--- src/tde_pkg.sv ---
/*
 * Package for the thermal diode emulation and zero-voltage detect block.
 * Holds timing counts, state encodings and the state record of the detector.
 * Assumes a single 200 MHz system clock.
 */
package tde_pkg;

    // ------------------------------------------------------------------
    // Timing
    // ------------------------------------------------------------------
    localparam int unsigned CLK_PERIOD_PS  = 5000;
    localparam int unsigned BLANK_TIME_NS  = 100;
    localparam int unsigned DLY_TIME_NS    = 40;
    localparam int unsigned WIDTH_TIME_NS  = 50;
    localparam int unsigned REV_TIME_NS    = 20;
    // Least times round up
    localparam int unsigned BLANK_CYC = (BLANK_TIME_NS * 1000 + CLK_PERIOD_PS - 1) / CLK_PERIOD_PS;
    localparam int unsigned DLY_CYC   = (DLY_TIME_NS * 1000 + CLK_PERIOD_PS - 1) / CLK_PERIOD_PS;
    localparam int unsigned WIDTH_CYC = (WIDTH_TIME_NS * 1000 + CLK_PERIOD_PS - 1) / CLK_PERIOD_PS;
    localparam int unsigned REV_CYC   = (REV_TIME_NS * 1000 + CLK_PERIOD_PS - 1) / CLK_PERIOD_PS;
    localparam int unsigned CNT_W     = 8;

    // ------------------------------------------------------------------
    // Diode emulation, power-up and detector states
    // ------------------------------------------------------------------
    typedef enum logic [2:0] {
        TDE_BLANK = 3'b001,
        TDE_WATCH = 3'b010,
        TDE_COND  = 3'b100
    } tde_state_e;

    typedef enum logic [2:0] {
        TDE_PWR_RAMP  = 3'b001,
        TDE_PWR_PAUSE = 3'b010,
        TDE_PWR_READY = 3'b100
    } tde_pwr_e;

    typedef struct packed {
        logic [CNT_W-1:0] rev_cnt;
        logic [CNT_W-1:0] dly_cnt;
        logic [CNT_W-1:0] wid_cnt;
        logic             dly_run;
        logic             flag;
    } tde_zvd_s;

endpackage : tde_pkg

--- src/tde_zvd_if.sv ---
/*
 * Interface carrying the detector request and result between the top and
 * the zero-voltage detector. Assumes one clock domain.
 */
`timescale 1ns/1ps
interface tde_zvd_if;
    logic cmd_rise;
    logic vds_neg;
    logic zero_volt_flag;

    modport ctrl (output cmd_rise, output vds_neg, input zero_volt_flag);
    modport det  (input cmd_rise, input vds_neg, output zero_volt_flag);
endinterface : tde_zvd_if

--- src/tde_zvd.sv ---
/*
 * Zero-voltage detector: counts reverse conduction time, and on a command
 * rising edge with enough of it emits a delayed fixed-width pulse.
 * Assumes inputs synchronous to i_clk_sys.
 */
`timescale 1ns/1ps
module tde_zvd
    import tde_pkg::*;
(
    input  wire logic i_clk_sys,
    input  wire logic i_rst_b,
    input  wire logic i_ce,
    tde_zvd_if.det    zif
);

    tde_zvd_s s_q;
    tde_zvd_s s_d;

    // ------------------------------------------------------------------
    // Next state
    // ------------------------------------------------------------------
    always_comb begin
        s_d = s_q;
        // Reverse conduction run length, saturating
        if (!zif.vds_neg) begin
            s_d.rev_cnt = '0;
        end else if (s_q.rev_cnt != CNT_W'(REV_CYC)) begin
            s_d.rev_cnt = s_q.rev_cnt + CNT_W'(1);
        end
        // Pulse width first, so a pulse starting in the same cycle wins
        if (s_q.flag) begin
            s_d.wid_cnt = s_q.wid_cnt + CNT_W'(1);
            if (s_q.wid_cnt == CNT_W'(WIDTH_CYC - 1)) begin
                s_d.flag = 1'b0;
            end
        end
        // Delay run; its last cycle starts the pulse
        if (s_q.dly_run) begin
            s_d.dly_cnt = s_q.dly_cnt + CNT_W'(1);
            if (s_q.dly_cnt == CNT_W'(DLY_CYC - 1)) begin
                s_d.dly_run = 1'b0;
                s_d.flag    = 1'b1;
                s_d.wid_cnt = '0;
            end
        end
        // Short conduction or hard switching gives no pulse; a new rise restarts the delay
        if (zif.cmd_rise && zif.vds_neg && s_q.rev_cnt >= CNT_W'(REV_CYC - 1)) begin
            s_d.dly_run = 1'b1;
            s_d.dly_cnt = '0;
        end
    end

    // State register
    always_ff @(posedge i_clk_sys or negedge i_rst_b) begin
        if (!i_rst_b) begin
            s_q <= '0;
        end else if (i_ce) begin
            s_q <= s_d;
        end
    end

    assign zif.zero_volt_flag = s_q.flag;

    // ------------------------------------------------------------------
    // Checks
    // ------------------------------------------------------------------
    chk_zvd_start: assert property (@(posedge i_clk_sys) disable iff (!i_rst_b)
        i_ce && zif.cmd_rise && zif.vds_neg && s_q.rev_cnt >= CNT_W'(REV_CYC - 1)
        |=> s_q.dly_run && s_q.dly_cnt == CNT_W'(0))
        else $error("detected switching did not start the delay");
    chk_zvd_short: assert property (@(posedge i_clk_sys) disable iff (!i_rst_b)
        i_ce && zif.cmd_rise && s_q.rev_cnt < CNT_W'(REV_CYC - 1) && !s_q.dly_run
        |=> !s_q.dly_run)
        else $error("short reverse conduction started a pulse");
    chk_zvd_hard: assert property (@(posedge i_clk_sys) disable iff (!i_rst_b)
        i_ce && zif.cmd_rise && !zif.vds_neg && !s_q.dly_run |=> !s_q.dly_run)
        else $error("hard switching started a pulse");
    chk_zvd_end: assert property (@(posedge i_clk_sys) disable iff (!i_rst_b)
        i_ce && s_q.flag && s_q.wid_cnt == CNT_W'(WIDTH_CYC - 1)
        && !(s_q.dly_run && s_q.dly_cnt == CNT_W'(DLY_CYC - 1)) |=> !s_q.flag)
        else $error("detect pulse ran past its width");

endmodule : tde_zvd

--- src/tde_top.sv ---
/*
 * Thermal diode emulation, zero-voltage detect and fault sequencing for a
 * power switch with integrated driver. Assumes all inputs are synchronous
 * to i_clk_sys and the comparator inputs are already filtered.
 */
`timescale 1ns/1ps

// Functional notes
// - In overtemperature shutdown, command falling edge forces blanking state, switch off, from any state
// - Blanking state waits the blank time, then moves to watch state
// - Blank time is fixed, independent of drain voltage
// - Watch state holds switch off and monitors for negative drain voltage
// - Entering overtemperature shutdown starts the machine in watch state, or in blanking if the command falls in that cycle
// - Negative drain voltage in watch state moves to conduct state
// - Conduct state turns switch on; forward current returns to watch
// - Without command edges only watch and conduct alternate
// - No lockout or counting of repeated shoot-through events
// - On command rise, check drain voltage below zero for detection
// - Detection gives one pulse of fixed width after fixed delay
// - Reverse conduction shorter than required time gives no pulse
// - Hard or partial hard switching gives no pulse
// - Fault output is low from the start of power-up
// - Supply drop pauses rail build-up until supply rises again
// - Both rails good releases fault and enables command following
// - Fault held low in either overtemperature shutdown
module tde_top
    import tde_pkg::*;
(
    input  wire logic i_clk_sys,
    input  wire logic i_rst_b,
    input  wire logic i_ce,
    input  wire logic i_cmd_in,
    input  wire logic i_vds_neg,
    input  wire logic i_fwd_current,
    input  wire logic i_overtemp_shutdown,
    input  wire logic i_driver_overtemp,
    input  wire logic i_vdd_above_rise,
    input  wire logic i_vdd_below_fall,
    input  wire logic i_aux_5v_rail_ok,
    input  wire logic i_negative_bias_rail_ok,
    output logic      o_gate_on,
    output logic      o_fault_b,
    output logic      o_rail_build_en,
    output logic      o_zero_volt_flag_out
);

    typedef struct packed {
        tde_state_e       st;
        tde_pwr_e         pwr;
        logic [CNT_W-1:0] blank_cnt;
        logic             cmd;
        logic             ot;
        logic             gate;
        logic             fault_b;
        logic             build;
        logic             flag;
    } tde_top_s;

    tde_top_s s_q;
    tde_top_s s_d;

    tde_zvd_if zif ();

    logic cmd_fall;
    logic cmd_rise;
    logic ready;

    // ------------------------------------------------------------------
    // Edge detect of command input
    // ------------------------------------------------------------------
    assign cmd_fall = s_q.cmd & ~i_cmd_in;
    assign cmd_rise = ~s_q.cmd & i_cmd_in;
    assign ready    = (s_q.pwr == TDE_PWR_READY);

    assign zif.cmd_rise = cmd_rise & ready;
    assign zif.vds_neg  = i_vds_neg;

    // Detector instance
    tde_zvd u_zvd (
        .i_clk_sys (i_clk_sys),
        .i_rst_b   (i_rst_b),
        .i_ce      (i_ce),
        .zif       (zif)
    );

    // ------------------------------------------------------------------
    // Next state
    // ------------------------------------------------------------------
    always_comb begin
        s_d      = s_q;
        s_d.cmd  = i_cmd_in;
        s_d.ot   = i_overtemp_shutdown;
        s_d.flag = zif.zero_volt_flag;

        // Power-up sequencing; supply glitch pauses rail build-up
        unique case (s_q.pwr)
            TDE_PWR_RAMP: begin
                if (i_vdd_below_fall) begin
                    s_d.pwr = TDE_PWR_PAUSE;
                end else if (i_aux_5v_rail_ok && i_negative_bias_rail_ok) begin
                    s_d.pwr = TDE_PWR_READY;
                end
            end
            TDE_PWR_PAUSE: begin
                if (i_vdd_above_rise) begin
                    s_d.pwr = TDE_PWR_RAMP;
                end
            end
            TDE_PWR_READY: begin
                s_d.pwr = TDE_PWR_READY;
            end
            default: begin
                s_d.pwr = TDE_PWR_RAMP;
            end
        endcase
        s_d.build = (s_d.pwr == TDE_PWR_RAMP);

        // Diode emulation; falling edge wins over everything but being out of shutdown, no lockout
        if (!i_overtemp_shutdown) begin
            s_d.st        = TDE_WATCH;
            s_d.blank_cnt = '0;
        end else if (cmd_fall) begin
            s_d.st        = TDE_BLANK;
            s_d.blank_cnt = '0;
        end else if (!s_q.ot) begin
            s_d.st = TDE_WATCH;
        end else begin
            unique case (s_q.st)
                TDE_BLANK: begin
                    // Fixed wait so a missing drain swing cannot stall us
                    s_d.blank_cnt = s_q.blank_cnt + CNT_W'(1);
                    if (s_q.blank_cnt == CNT_W'(BLANK_CYC - 1)) begin
                        s_d.st = TDE_WATCH;
                    end
                end
                TDE_WATCH: begin
                    if (i_vds_neg) begin
                        s_d.st = TDE_COND;
                    end
                end
                TDE_COND: begin
                    if (i_fwd_current) begin
                        s_d.st = TDE_WATCH;
                    end
                end
                default: begin
                    s_d.st = TDE_BLANK;
                end
            endcase
        end

        // Gate: off until ready; in shutdown only conduct state turns on; off in driver overtemp; else follow command
        if (!ready) begin
            s_d.gate = 1'b0;
        end else if (i_overtemp_shutdown) begin
            s_d.gate = (s_d.st == TDE_COND);
        end else if (i_driver_overtemp) begin
            s_d.gate = 1'b0;
        end else begin
            s_d.gate = i_cmd_in;
        end

        // Fault low until ready and during either shutdown
        s_d.fault_b = ready & ~i_overtemp_shutdown & ~i_driver_overtemp;
    end

    // ------------------------------------------------------------------
    // State register
    // ------------------------------------------------------------------
    always_ff @(posedge i_clk_sys or negedge i_rst_b) begin
        if (!i_rst_b) begin
            s_q.st        <= TDE_WATCH;
            s_q.pwr       <= TDE_PWR_RAMP;
            s_q.blank_cnt <= '0;
            s_q.cmd       <= 1'b0;
            s_q.ot        <= 1'b0;
            s_q.gate      <= 1'b0;
            s_q.fault_b   <= 1'b0;
            s_q.build     <= 1'b0;
            s_q.flag      <= 1'b0;
        end else if (i_ce) begin
            s_q <= s_d;
        end
    end

    assign o_gate_on            = s_q.gate;
    assign o_fault_b            = s_q.fault_b;
    assign o_rail_build_en      = s_q.build;
    assign o_zero_volt_flag_out = s_q.flag;

    // ------------------------------------------------------------------
    // Checks: diode emulation state machine
    // ------------------------------------------------------------------
    // In shutdown a falling command edge restarts blanking with the switch off
    chk_fall_blank: assert property (@(posedge i_clk_sys) disable iff (!i_rst_b)
        i_ce && i_overtemp_shutdown && cmd_fall |=> s_q.st == TDE_BLANK)
        else $error("falling edge did not force blanking");

    chk_fall_restart: assert property (@(posedge i_clk_sys) disable iff (!i_rst_b)
        i_ce && i_overtemp_shutdown && cmd_fall
        |=> s_q.blank_cnt == CNT_W'(0) && !o_gate_on)
        else $error("falling edge did not restart blanking");

    // Blanking is a fixed count, so no drain condition can stall it
    chk_blank_len: assert property (@(posedge i_clk_sys) disable iff (!i_rst_b)
        s_q.st == TDE_BLANK && s_q.blank_cnt == CNT_W'(BLANK_CYC - 1) && i_ce
        && i_overtemp_shutdown && !cmd_fall |=> s_q.st == TDE_WATCH)
        else $error("blanking did not end on time");

    chk_blank_stay: assert property (@(posedge i_clk_sys) disable iff (!i_rst_b)
        i_ce && s_q.ot && i_overtemp_shutdown && s_q.st == TDE_BLANK && !cmd_fall
        && s_q.blank_cnt != CNT_W'(BLANK_CYC - 1) |=> s_q.st == TDE_BLANK)
        else $error("blanking ended early");

    chk_blank_fixed: assert property (@(posedge i_clk_sys) disable iff (!i_rst_b)
        s_q.st == TDE_BLANK && s_q.ot |-> s_q.blank_cnt < CNT_W'(BLANK_CYC))
        else $error("blank counter ran past its limit");

    // In shutdown the switch is on only in the conduct state
    chk_off_watch: assert property (@(posedge i_clk_sys) disable iff (!i_rst_b)
        s_q.ot && s_q.st != TDE_COND && $past(i_overtemp_shutdown) && $past(i_ce)
        |-> !o_gate_on)
        else $error("switch on outside conduct state");

    chk_gate_state: assert property (@(posedge i_clk_sys) disable iff (!i_rst_b)
        s_q.ot && $past(i_ce) && $past(ready) |-> o_gate_on == (s_q.st == TDE_COND))
        else $error("gate does not match diode state");

    // Plain ideal diode: watch and conduct alternate on the comparators
    chk_ot_entry: assert property (@(posedge i_clk_sys) disable iff (!i_rst_b)
        i_ce && i_overtemp_shutdown && !s_q.ot && !cmd_fall |=> s_q.st == TDE_WATCH)
        else $error("shutdown entry not in watch state");

    chk_neg_cond: assert property (@(posedge i_clk_sys) disable iff (!i_rst_b)
        i_ce && s_q.ot && i_overtemp_shutdown && s_q.st == TDE_WATCH && i_vds_neg
        && !cmd_fall |=> s_q.st == TDE_COND)
        else $error("negative drain did not start conduction");

    chk_watch_stay: assert property (@(posedge i_clk_sys) disable iff (!i_rst_b)
        i_ce && s_q.ot && i_overtemp_shutdown && s_q.st == TDE_WATCH && !i_vds_neg
        && !cmd_fall |=> s_q.st == TDE_WATCH)
        else $error("watch state left without negative drain");

    chk_fwd_back: assert property (@(posedge i_clk_sys) disable iff (!i_rst_b)
        i_ce && s_q.ot && i_overtemp_shutdown && s_q.st == TDE_COND && i_fwd_current
        && !cmd_fall |=> s_q.st == TDE_WATCH)
        else $error("forward current did not leave conduction");

    chk_cond_stay: assert property (@(posedge i_clk_sys) disable iff (!i_rst_b)
        i_ce && s_q.ot && i_overtemp_shutdown && s_q.st == TDE_COND && !i_fwd_current
        && !cmd_fall |=> s_q.st == TDE_COND)
        else $error("conduction left without forward current");

    // ------------------------------------------------------------------
    // Checks: power-up sequencing, fault and gate outputs
    // ------------------------------------------------------------------
    chk_fault_low: assert property (@(posedge i_clk_sys) disable iff (!i_rst_b)
        i_ce && (i_overtemp_shutdown || i_driver_overtemp || !ready) |=> !o_fault_b)
        else $error("fault released during shutdown or power-up");

    chk_pause_enter: assert property (@(posedge i_clk_sys) disable iff (!i_rst_b)
        i_ce && s_q.pwr == TDE_PWR_RAMP && i_vdd_below_fall
        |=> s_q.pwr == TDE_PWR_PAUSE && !o_rail_build_en)
        else $error("supply drop did not pause rail build-up");

    chk_pause_hold: assert property (@(posedge i_clk_sys) disable iff (!i_rst_b)
        i_ce && s_q.pwr == TDE_PWR_PAUSE && !i_vdd_above_rise
        |=> s_q.pwr == TDE_PWR_PAUSE && !o_rail_build_en)
        else $error("rail build-up resumed without supply");

    chk_ready_rails: assert property (@(posedge i_clk_sys) disable iff (!i_rst_b)
        i_ce && s_q.pwr == TDE_PWR_RAMP && !i_vdd_below_fall
        && !(i_aux_5v_rail_ok && i_negative_bias_rail_ok) |=> s_q.pwr == TDE_PWR_RAMP)
        else $error("ready reached before both rails");

    chk_ready_stay: assert property (@(posedge i_clk_sys) disable iff (!i_rst_b)
        s_q.pwr == TDE_PWR_READY |=> s_q.pwr == TDE_PWR_READY)
        else $error("ready state was left");

    chk_gate_unready: assert property (@(posedge i_clk_sys) disable iff (!i_rst_b)
        i_ce && !ready |=> !o_gate_on)
        else $error("switch on before power-up finished");

    chk_gate_follow: assert property (@(posedge i_clk_sys) disable iff (!i_rst_b)
        i_ce && ready && !i_overtemp_shutdown && !i_driver_overtemp
        |=> o_gate_on == $past(i_cmd_in))
        else $error("gate did not follow command");

    chk_drv_ot_off: assert property (@(posedge i_clk_sys) disable iff (!i_rst_b)
        i_ce && !i_overtemp_shutdown && i_driver_overtemp |=> !o_gate_on)
        else $error("switch on during driver overtemperature");

    // Detector output stands for more than one cycle
    chk_flag_width: assert property (@(posedge i_clk_sys) disable iff (!i_rst_b)
        $rose(o_zero_volt_flag_out) && i_ce |=> o_zero_volt_flag_out)
        else $error("detect pulse too short");

    // A low enable must freeze every register, outputs included
    chk_ce_freeze: assert property (@(posedge i_clk_sys) disable iff (!i_rst_b)
        !i_ce |=> $stable(s_q))
        else $error("state moved while the clock enable was low");

endmodule : tde_top

--- config.mk ---
export PLATFORM = sky130hd
export DESIGN_NAME = tde_top
export DESIGN_NICKNAME = d
export VERILOG_FILES = /design/src/tde_pkg.sv /design/src/tde_zvd_if.sv /design/src/tde_zvd.sv /design/src/tde_top.sv
export SDC_FILE = /design/constraint.sdc
export NUM_CORES = 1
export LEC_CHECK = 0
export ABC_AREA = 1
export BUFFER_PORTS_ARGS = -buffer_cell sky130_fd_sc_hd__buf_2
export CAP_MARGIN = 0
export CORE_MARGIN = 3
export CORE_UTILIZATION = 41
export CTS_CLUSTER_SIZE = 14
export DETAILED_ROUTE_END_ITERATION = 12
export GPL_ROUTABILITY_DRIVEN = 0
export GPL_TIMING_DRIVEN = 0
export PLACE_DENSITY_LB_ADDON = 0.25
export REMOVE_ABC_BUFFERS = 1
export SLEW_MARGIN = 20
export SYNTH_ARGS = -nofsm -noshare
export SYNTH_HDL_FRONTEND = slang
export SYNTH_SLANG_ARGS = --single-unit
--- constraint.sdc ---
create_clock -name i_clk_sys -period 1.6 [get_ports i_clk_sys]
set_input_delay 0.16 -clock i_clk_sys [delete_from_list [all_inputs] [get_ports i_clk_sys]]
set_output_delay 0.16 -clock i_clk_sys [all_outputs]
set_load 0.01 [all_outputs]
==> flow_summary.ini, run 1 <==
[grt]
grt-ovfl-total = 0
grt_max_degree = 47
grt_pass1_vias = 2119
antenna_found_initial = 0
grt_pass1_wl_um = 9439
grt_use_total = 0.1560

[final_layout]
drive_above_1_share = 0.1134
fillerInstances = 619
num_antenna_cells = 0
area_delta_synth_final_pct = 12.20
stdcell_area_um2 = 3004
nets = 415
fin_util = 0.4900
fin_cells = 472

[power_and_ir_drop]
p_leak_nw = 1.598
power.density_nw_per_um2 = 809.9
total_power_mw = 2.433
ir_worst_vdd_mv = 0.4825

[worst_hold_path]
hold_class = in2reg

[floorplanning]
num_rows = 28
die_w_um = 86.81
coreArea_um2 = 6131
die-area_um2 = 7536
start_util = 0.4367
dieHeight_um = 86.81
io_pins = 16

[critical_path]
worstSetupStartpointType = flip-flop
critPathMaxFanout = 5
required_ns = 1.79
crit_arrival_ns = 1.68
path_class = reg2reg
worst_setup_path_end_kind = flip-flop

[logic_synthesis]
syn_area_per_cell_um2 = 7.159
synth-seq-cells = 46
synth.cell_area_um2 = 2678
syn_inst = 374
synth_top_area_frac = 0.4112
synthDistinctLibCells = 31
yosysTopAreaCell = dfrtp_1
ys_top_cells_by_area = dfrtp_1 (41%), nand2_1 (15%), inv_1 (8.0%)
ys_warn_count = 0
synth-seq-area-share = 0.4308

[sta]
drv_slew = 0
slew_headroom = 0.6103
setup_viol_count_final = 0
max_freq_mhz = 670.8
hold_violations = 0
fin_crit_sh = 0.9318
whs_ns = 0.1356
period_minus_slack_ns = 1.491
finalClockSkew_ns = 0.002828
tns_ns = 0
worstMarginPinSlew_ns = 0.5845
layout_setup_ws_ns = 0.1091

[clock_tree]
cts_buffers = 5
clockBufferDepth = 2
cts.htree.levels = 2
cts_sinks = 46
tritoncts = done
clk_pin_slew_ns = 0.08
clockRootBuffer = clkbuf_8
clkLatencyLatePin_ns = 0.29

[drt]
via_per_inst = 4.979
avgRoutedWirePerCell_um = 11.43
drtIter0Drc = 86
wl_met1_um = 2737
drc_errors = 0
wl_met2_um = 2398
num_vias = 2350
met3_length_um = 184
routed_wl_um = 5393
routed.top_layer = met4
drt-pass1-iter-count = 6
ant_nets = 0

[place]
dp_hpwl_um = 3815
dp_cells = 457
pre_cts_slack_ns = -0.07763
numPortBuffers = 15
placed_cell_area_um2 = 2808

[outcome]
status = finished, final reports clean

[job]
maxCapViolCount = 0
-- timing repair --
item / in CTS / in global routing
hold buffers: 0 / 1
pin swaps: 0 / 5
setup buffers: 0 / 7
gates resized for setup: 2 / 8
setup endpoints to repair: 8 / 19
hold endpoints to repair: 0 / 44
-- cell usage after synthesis --
cell type    n
xnor2_1      1
xor2_1       3
o21ai_2      1
nor2_1      41
o21a_1       1
o21ai_0     18
dfstp_2      2
a21oi_1      8
nand2_2      4
a21o_1       1
a22o_1       1
o21bai_1     4
o21ai_4      1
nand4_1     12
nand2_1    104
inv_1       57
nand3b_1     3
ha_1         6
nand3_2      1
nor3_1       6
o22ai_1      1
dfrtp_1     44
o21ai_1      1
nor4_1       2
buf_4        2
inv_2        1
buf_2        4
and3_1       1
nand3_1     41
clkbuf_1     1
or2_2        1
-- cells in the final DEF, fill, tap and decap left out, types with 4 or more instances in the layout --
cell type and n:
o21ai_0 17, o21bai_1 4, buf_4 7, nand2_1 103, dfrtp_1 44, nand2_2 5, a21oi_1 8, buf_2 14
nand4_1 12, nor2_1 39, ha_1 6, clkbuf_8 5, inv_1 56, nand3_1 40, nor3_1 5
-- registers in the layout, indices dropped and copies added, names as in the netlist --
register and count:
u_zvd.zif.zero_volt_flag 1, o_fault_b 1, u_zvd.s_q 25, s_q 16, o_zero_volt_flag_out 1, o_rail_build_en 1
o_gate_on 1
-- routing by layer --
layer | vias to the layer above | GRT usage
li1 | 1236 | -
met5 | - | 0
met3 | 9 | 0.02947
met1 | 1063 | 0.2136
met4 | 0 | 0.05241
met2 | 42 | 0.2471
-- final timing paths --
kind                       cells past startpoint                                to  slack, ns                        startpoint
hold / removal                                 3                s_q[5]$_DFFE_PN0P_       0.14                          i_cmd_in
min in group asynchronous                      2  o_zero_volt_flag_out$_DFFE_PN0P_       0.41                           i_rst_b
setup reg to reg                               5          u_zvd.s_q[8]$_DFFE_PN0P_       0.11         u_zvd.s_q[11]$_DFFE_PN0P_
hold reg to reg                                2  o_zero_volt_flag_out$_DFFE_PN0P_       0.48  o_zero_volt_flag_out$_DFFE_PN0P_
setup / recovery                               5          u_zvd.s_q[8]$_DFFE_PN0P_       0.11         u_zvd.s_q[11]$_DFFE_PN0P_
max in group asynchronous                      2                s_q[7]$_DFFE_PN0P_       0.79                           i_rst_b
-- layout make-up --
cell class / count / area, um2 / share of cell area
inverters: 58 / 221.5 / 0.07372
well taps: 75 / 93.84 / 0.03124
repair buffers: 23 / 152.6 / 0.05081
clock buffers: 7 / 76.32 / 0.02541
flip-flops and latches: 46 / 1154 / 0.3840
multi-input cells: 263 / 1306 / 0.4348
-- cells by family after synthesis --
| family | after synthesis | synth area share |
|---|---|---|
| DFF | 46 | 0.4308 |
| and+or+nand+nor | 216 | 0.3500 |
| adders and majority gates | 6 | 0.02804 |
| xor gates and xnor gates | 4 | 0.01309 |
| AOI/OAI and AO/OA | 37 | 0.08225 |
| buffers and inverters | 65 | 0.09579 |
-- report_power, final --
part / internal, mW / switching, mW / total (mW)
registers: 1.26 / 0.0830 / 1.34
logic: 0.157 / 0.263 / 0.419
clock network: 0.302 / 0.368 / 0.670
total: 1.72 / 0.714 / 2.43
-- worst max-delay path, cell delays in order (launching register included) --
cell and delay [ns]:
dfrtp_1 0.38, ha_1 0.19, nand2_1 0.11, nor3_2 0.19, nand4_1 0.25, and3_1 0.27
Note: power is estimated with default switching activity, not from simulation.
==> run 2, diff against run 1 <==
- PLACE_DENSITY: default -> 0.59
- PLACE_DENSITY_LB_ADDON: 0.25 -> default
- SYNTH_HIERARCHICAL: default -> 1
==> flow_summary.ini, run 2 <==
[outcome]
status = finished, final reports clean

[logic_synthesis]
synth_most_common_cell = nand2_1
synthDistinctLibCells = 30
synth-seq-cells = 46
ys_top_cells_by_area = dfrtp_1 (40%), nand2_1 (15%), nand3_1 (8.0%)
synth_ff_type = dfrtp_1
ys_top_cells_by_count = nand2_1 (111), inv_1 (54), dfrtp_1 (44), nand3_1 (44), nor2_1 (31)
synth.cell_area_um2 = 2768
ys_warn_count = 6
syn_inst = 382
synth_top_area_frac = 0.3978
async_flop_share = 1.000
synth_edf_count = 0
yosysTopAreaCell = dfrtp_1
syn_area_per_cell_um2 = 7.245
synth-seq-area-share = 0.4168

[power_and_ir_drop]
power_frac_clock = 0.292
p_leak_nw = 1.634
p_comb_frac = 0.176
share_seq_of_total_power = 0.531
p_sw_frac = 0.3108
power.density_nw_per_um2 = 828.1
ir_worst_vdd_mv = 0.4487
p_sw_uw = 806.4
internal_power_mw = 1.788

[final_layout]
mostFrequentLayoutCells = nand2_1 (110), inv_1 (53), nand3_1 (43), dfrtp_1 (43), nor2_1 (31)
stdcell_area_um2 = 3133
drive_above_1_share = 0.1502
nets = 423
area_delta_synth_final_pct = 13.20
final_common_cell = nand2_1
reg_top3 = u_zvd/s_q x25, s_q x16
largest_reg_flops = 25
num_antenna_cells = 0
top_register = u_zvd/s_q

[critical_path]
crit_arrival_ns = 1.64
critPathMaxFanout = 5
worstSetupStartpointType = flip-flop
path_class = reg2reg
worst_setup_path_end_kind = flip-flop
required_ns = 1.79

[sta]
worstMarginPinSlew_ns = 0.6629
fin_crit_sh = 0.9080
whs_ns = 0.1387
max_freq_mhz = 688.3
setup_viol_count_final = 0
slew_headroom = 0.5581
drv_slew = 0
finalClockSkew_ns = 0.01207
period_minus_slack_ns = 1.453
layout_setup_ws_ns = 0.1471
rsz0062_at_grt = no
hold_violations = 0

[clock_tree]
cts_buffers = 5
cts.htree.levels = 2
tritoncts = done
clk_pin_slew_ns = 0.10
clkLatencyLatePin_ns = 0.30
clockBufferDepth = 2
clockRootBuffer = clkbuf_8
cts_sinks = 46

[drt]
via_per_inst = 4.950
drtIter0Drc = 144
routed_wl_um = 5849
avgRoutedWirePerCell_um = 12.11
drc_errors = 0
drt-pass1-iter-count = 4
num_vias = 2391
ant_nets = 0

[grt]
antenna_found_initial = 0
grt_use_total = 0.1616
grt_pass1_wl_um = 10060
grt_pass1_vias = 2214
grt_max_degree = 30
grt-ovfl-total = 0

[floorplanning]
coreArea_um2 = 6459
io_pins = 16
die_w_um = 88.16
die-area_um2 = 7772
num_rows = 29
dieHeight_um = 88.16
start_util = 0.4285

[place]
dp_hpwl_um = 4119
placed_cell_area_um2 = 2933
pre_cts_slack_ns = -0.006425
numPortBuffers = 15

[job]
maxCapViolCount = 0

[worst_hold_path]
hold_class = in2reg
[run 2: changes by cell type after synthesis, sizes merged, moves of 2 or more]
| cell | before | now |
|---|---|---|
| inv | 58 | 56 |
| nand2 | 108 | 120 |
| nand3 | 42 | 47 |
| nand3b | 3 | 1 |
| nand4 | 12 | 10 |
| nor2 | 41 | 35 |
| nor3 | 6 | 10 |
| nor4 | 2 | 0 |
| o21ai | 21 | 25 |
| o21bai | 4 | 2 |
| xor2 | 3 | 5 |
[run 2: per-stage QoR]
stage | instances | total power [mW] | utilization | TNS [ns]
after floorplan | 377 | 1.644 | - | 0
after global placement | 469 | 1.786 | 0.4498 | 0
after detailed placement | 470 | 1.804 | 0.4541 | -0.006425
after CTS | 479 | 2.581 | 0.4715 | 0
after global routing | 483 | 2.778 | 0.4851 | 0
final | 483 | 2.594 | 0.4851 | 0
[run 2: what timing repair did]
action,in CTS,in global routing
hold buffers,1,0
buffers inserted,0,3
resized for setup,1,13
endpoints found under the hold margin,24,0
pin swaps,0,3
gates cloned,0,1
setup endpoints to repair,2,16
[run 2: path summary, 6_finish.rpt]
check | from | end | slack, ns | cells past startpoint
worst min-delay path | i_cmd_in | o_gate_on$_DFFE_PN0P_ | 0.14 | 3
worst max register to register | u_zvd/s_q[18]$_DFFE_PN0P_ | u_zvd/s_q[16]$_DFFE_PN0P_ | 0.15 | 7
worst max-delay path | u_zvd/s_q[18]$_DFFE_PN0P_ | u_zvd/s_q[16]$_DFFE_PN0P_ | 0.15 | 7
min in group asynchronous | i_rst_b | s_q[9]$_DFFE_PN0P_ | 0.42 | 2
max in group asynchronous | i_rst_b | s_q[14]$_DFFE_PN1P_ | 0.55 | 3
worst min register to register | o_zero_volt_flag_out$_DFFE_PN0P_ | o_zero_volt_flag_out$_DFFE_PN0P_ | 0.48 | 2
[run 2: layout make-up]
| class | instances | area, um2 |
|---|---|---|
| fill | 646 | 3326 |
| multi-input combinational | 276 | 1441 |
| sequential | 46 | 1155 |
| inverter | 56 | 210.2 |
| timing repair buffer | 20 | 135.1 |
| tap | 77 | 96.34 |
| clock buffer | 6 | 82.58 |
| clock inverter | 2 | 12.51 |
[run 2: metal layers]
layer  global-route usage  part of all wire  up-vias
met5                    0                 0        -
met4              0.03846            0.0060        0
met3              0.02540             0.028        2
met2               0.2685              0.47       36
met1               0.2211              0.49     1088
li1                     -                 -     1265
[run 2: cells by family after synthesis]
group                      synth area share
and+or+nand+nor                      0.3725
buffers and inverters               0.08815
DFF                                  0.4168
AOI/OAI and AO/OA                   0.07324
xor gates and xnor gates            0.02215
adders and majority gates           0.02712
[run 2: power groups by stage]
stage               combinational (mW)  sequential [mW]  clock [mW]
CTS                              0.426             1.36       0.794
finish                           0.458             1.38       0.758
global placement                 0.404             1.38           0
detailed placement               0.421             1.38           0
global route                     0.536             1.39       0.849
floorplan                        0.277             1.37           0
[run 2: critical path, stage by stage, from the launching register on]
cell and delay (ns):
dfrtp_1 0.43, ha_2 0.25, nor3_4 0.22, nand2_4 0.11, nand3_4 0.14, nand2_2 0.07
nand2_1 0.07, nand2_1 0.05
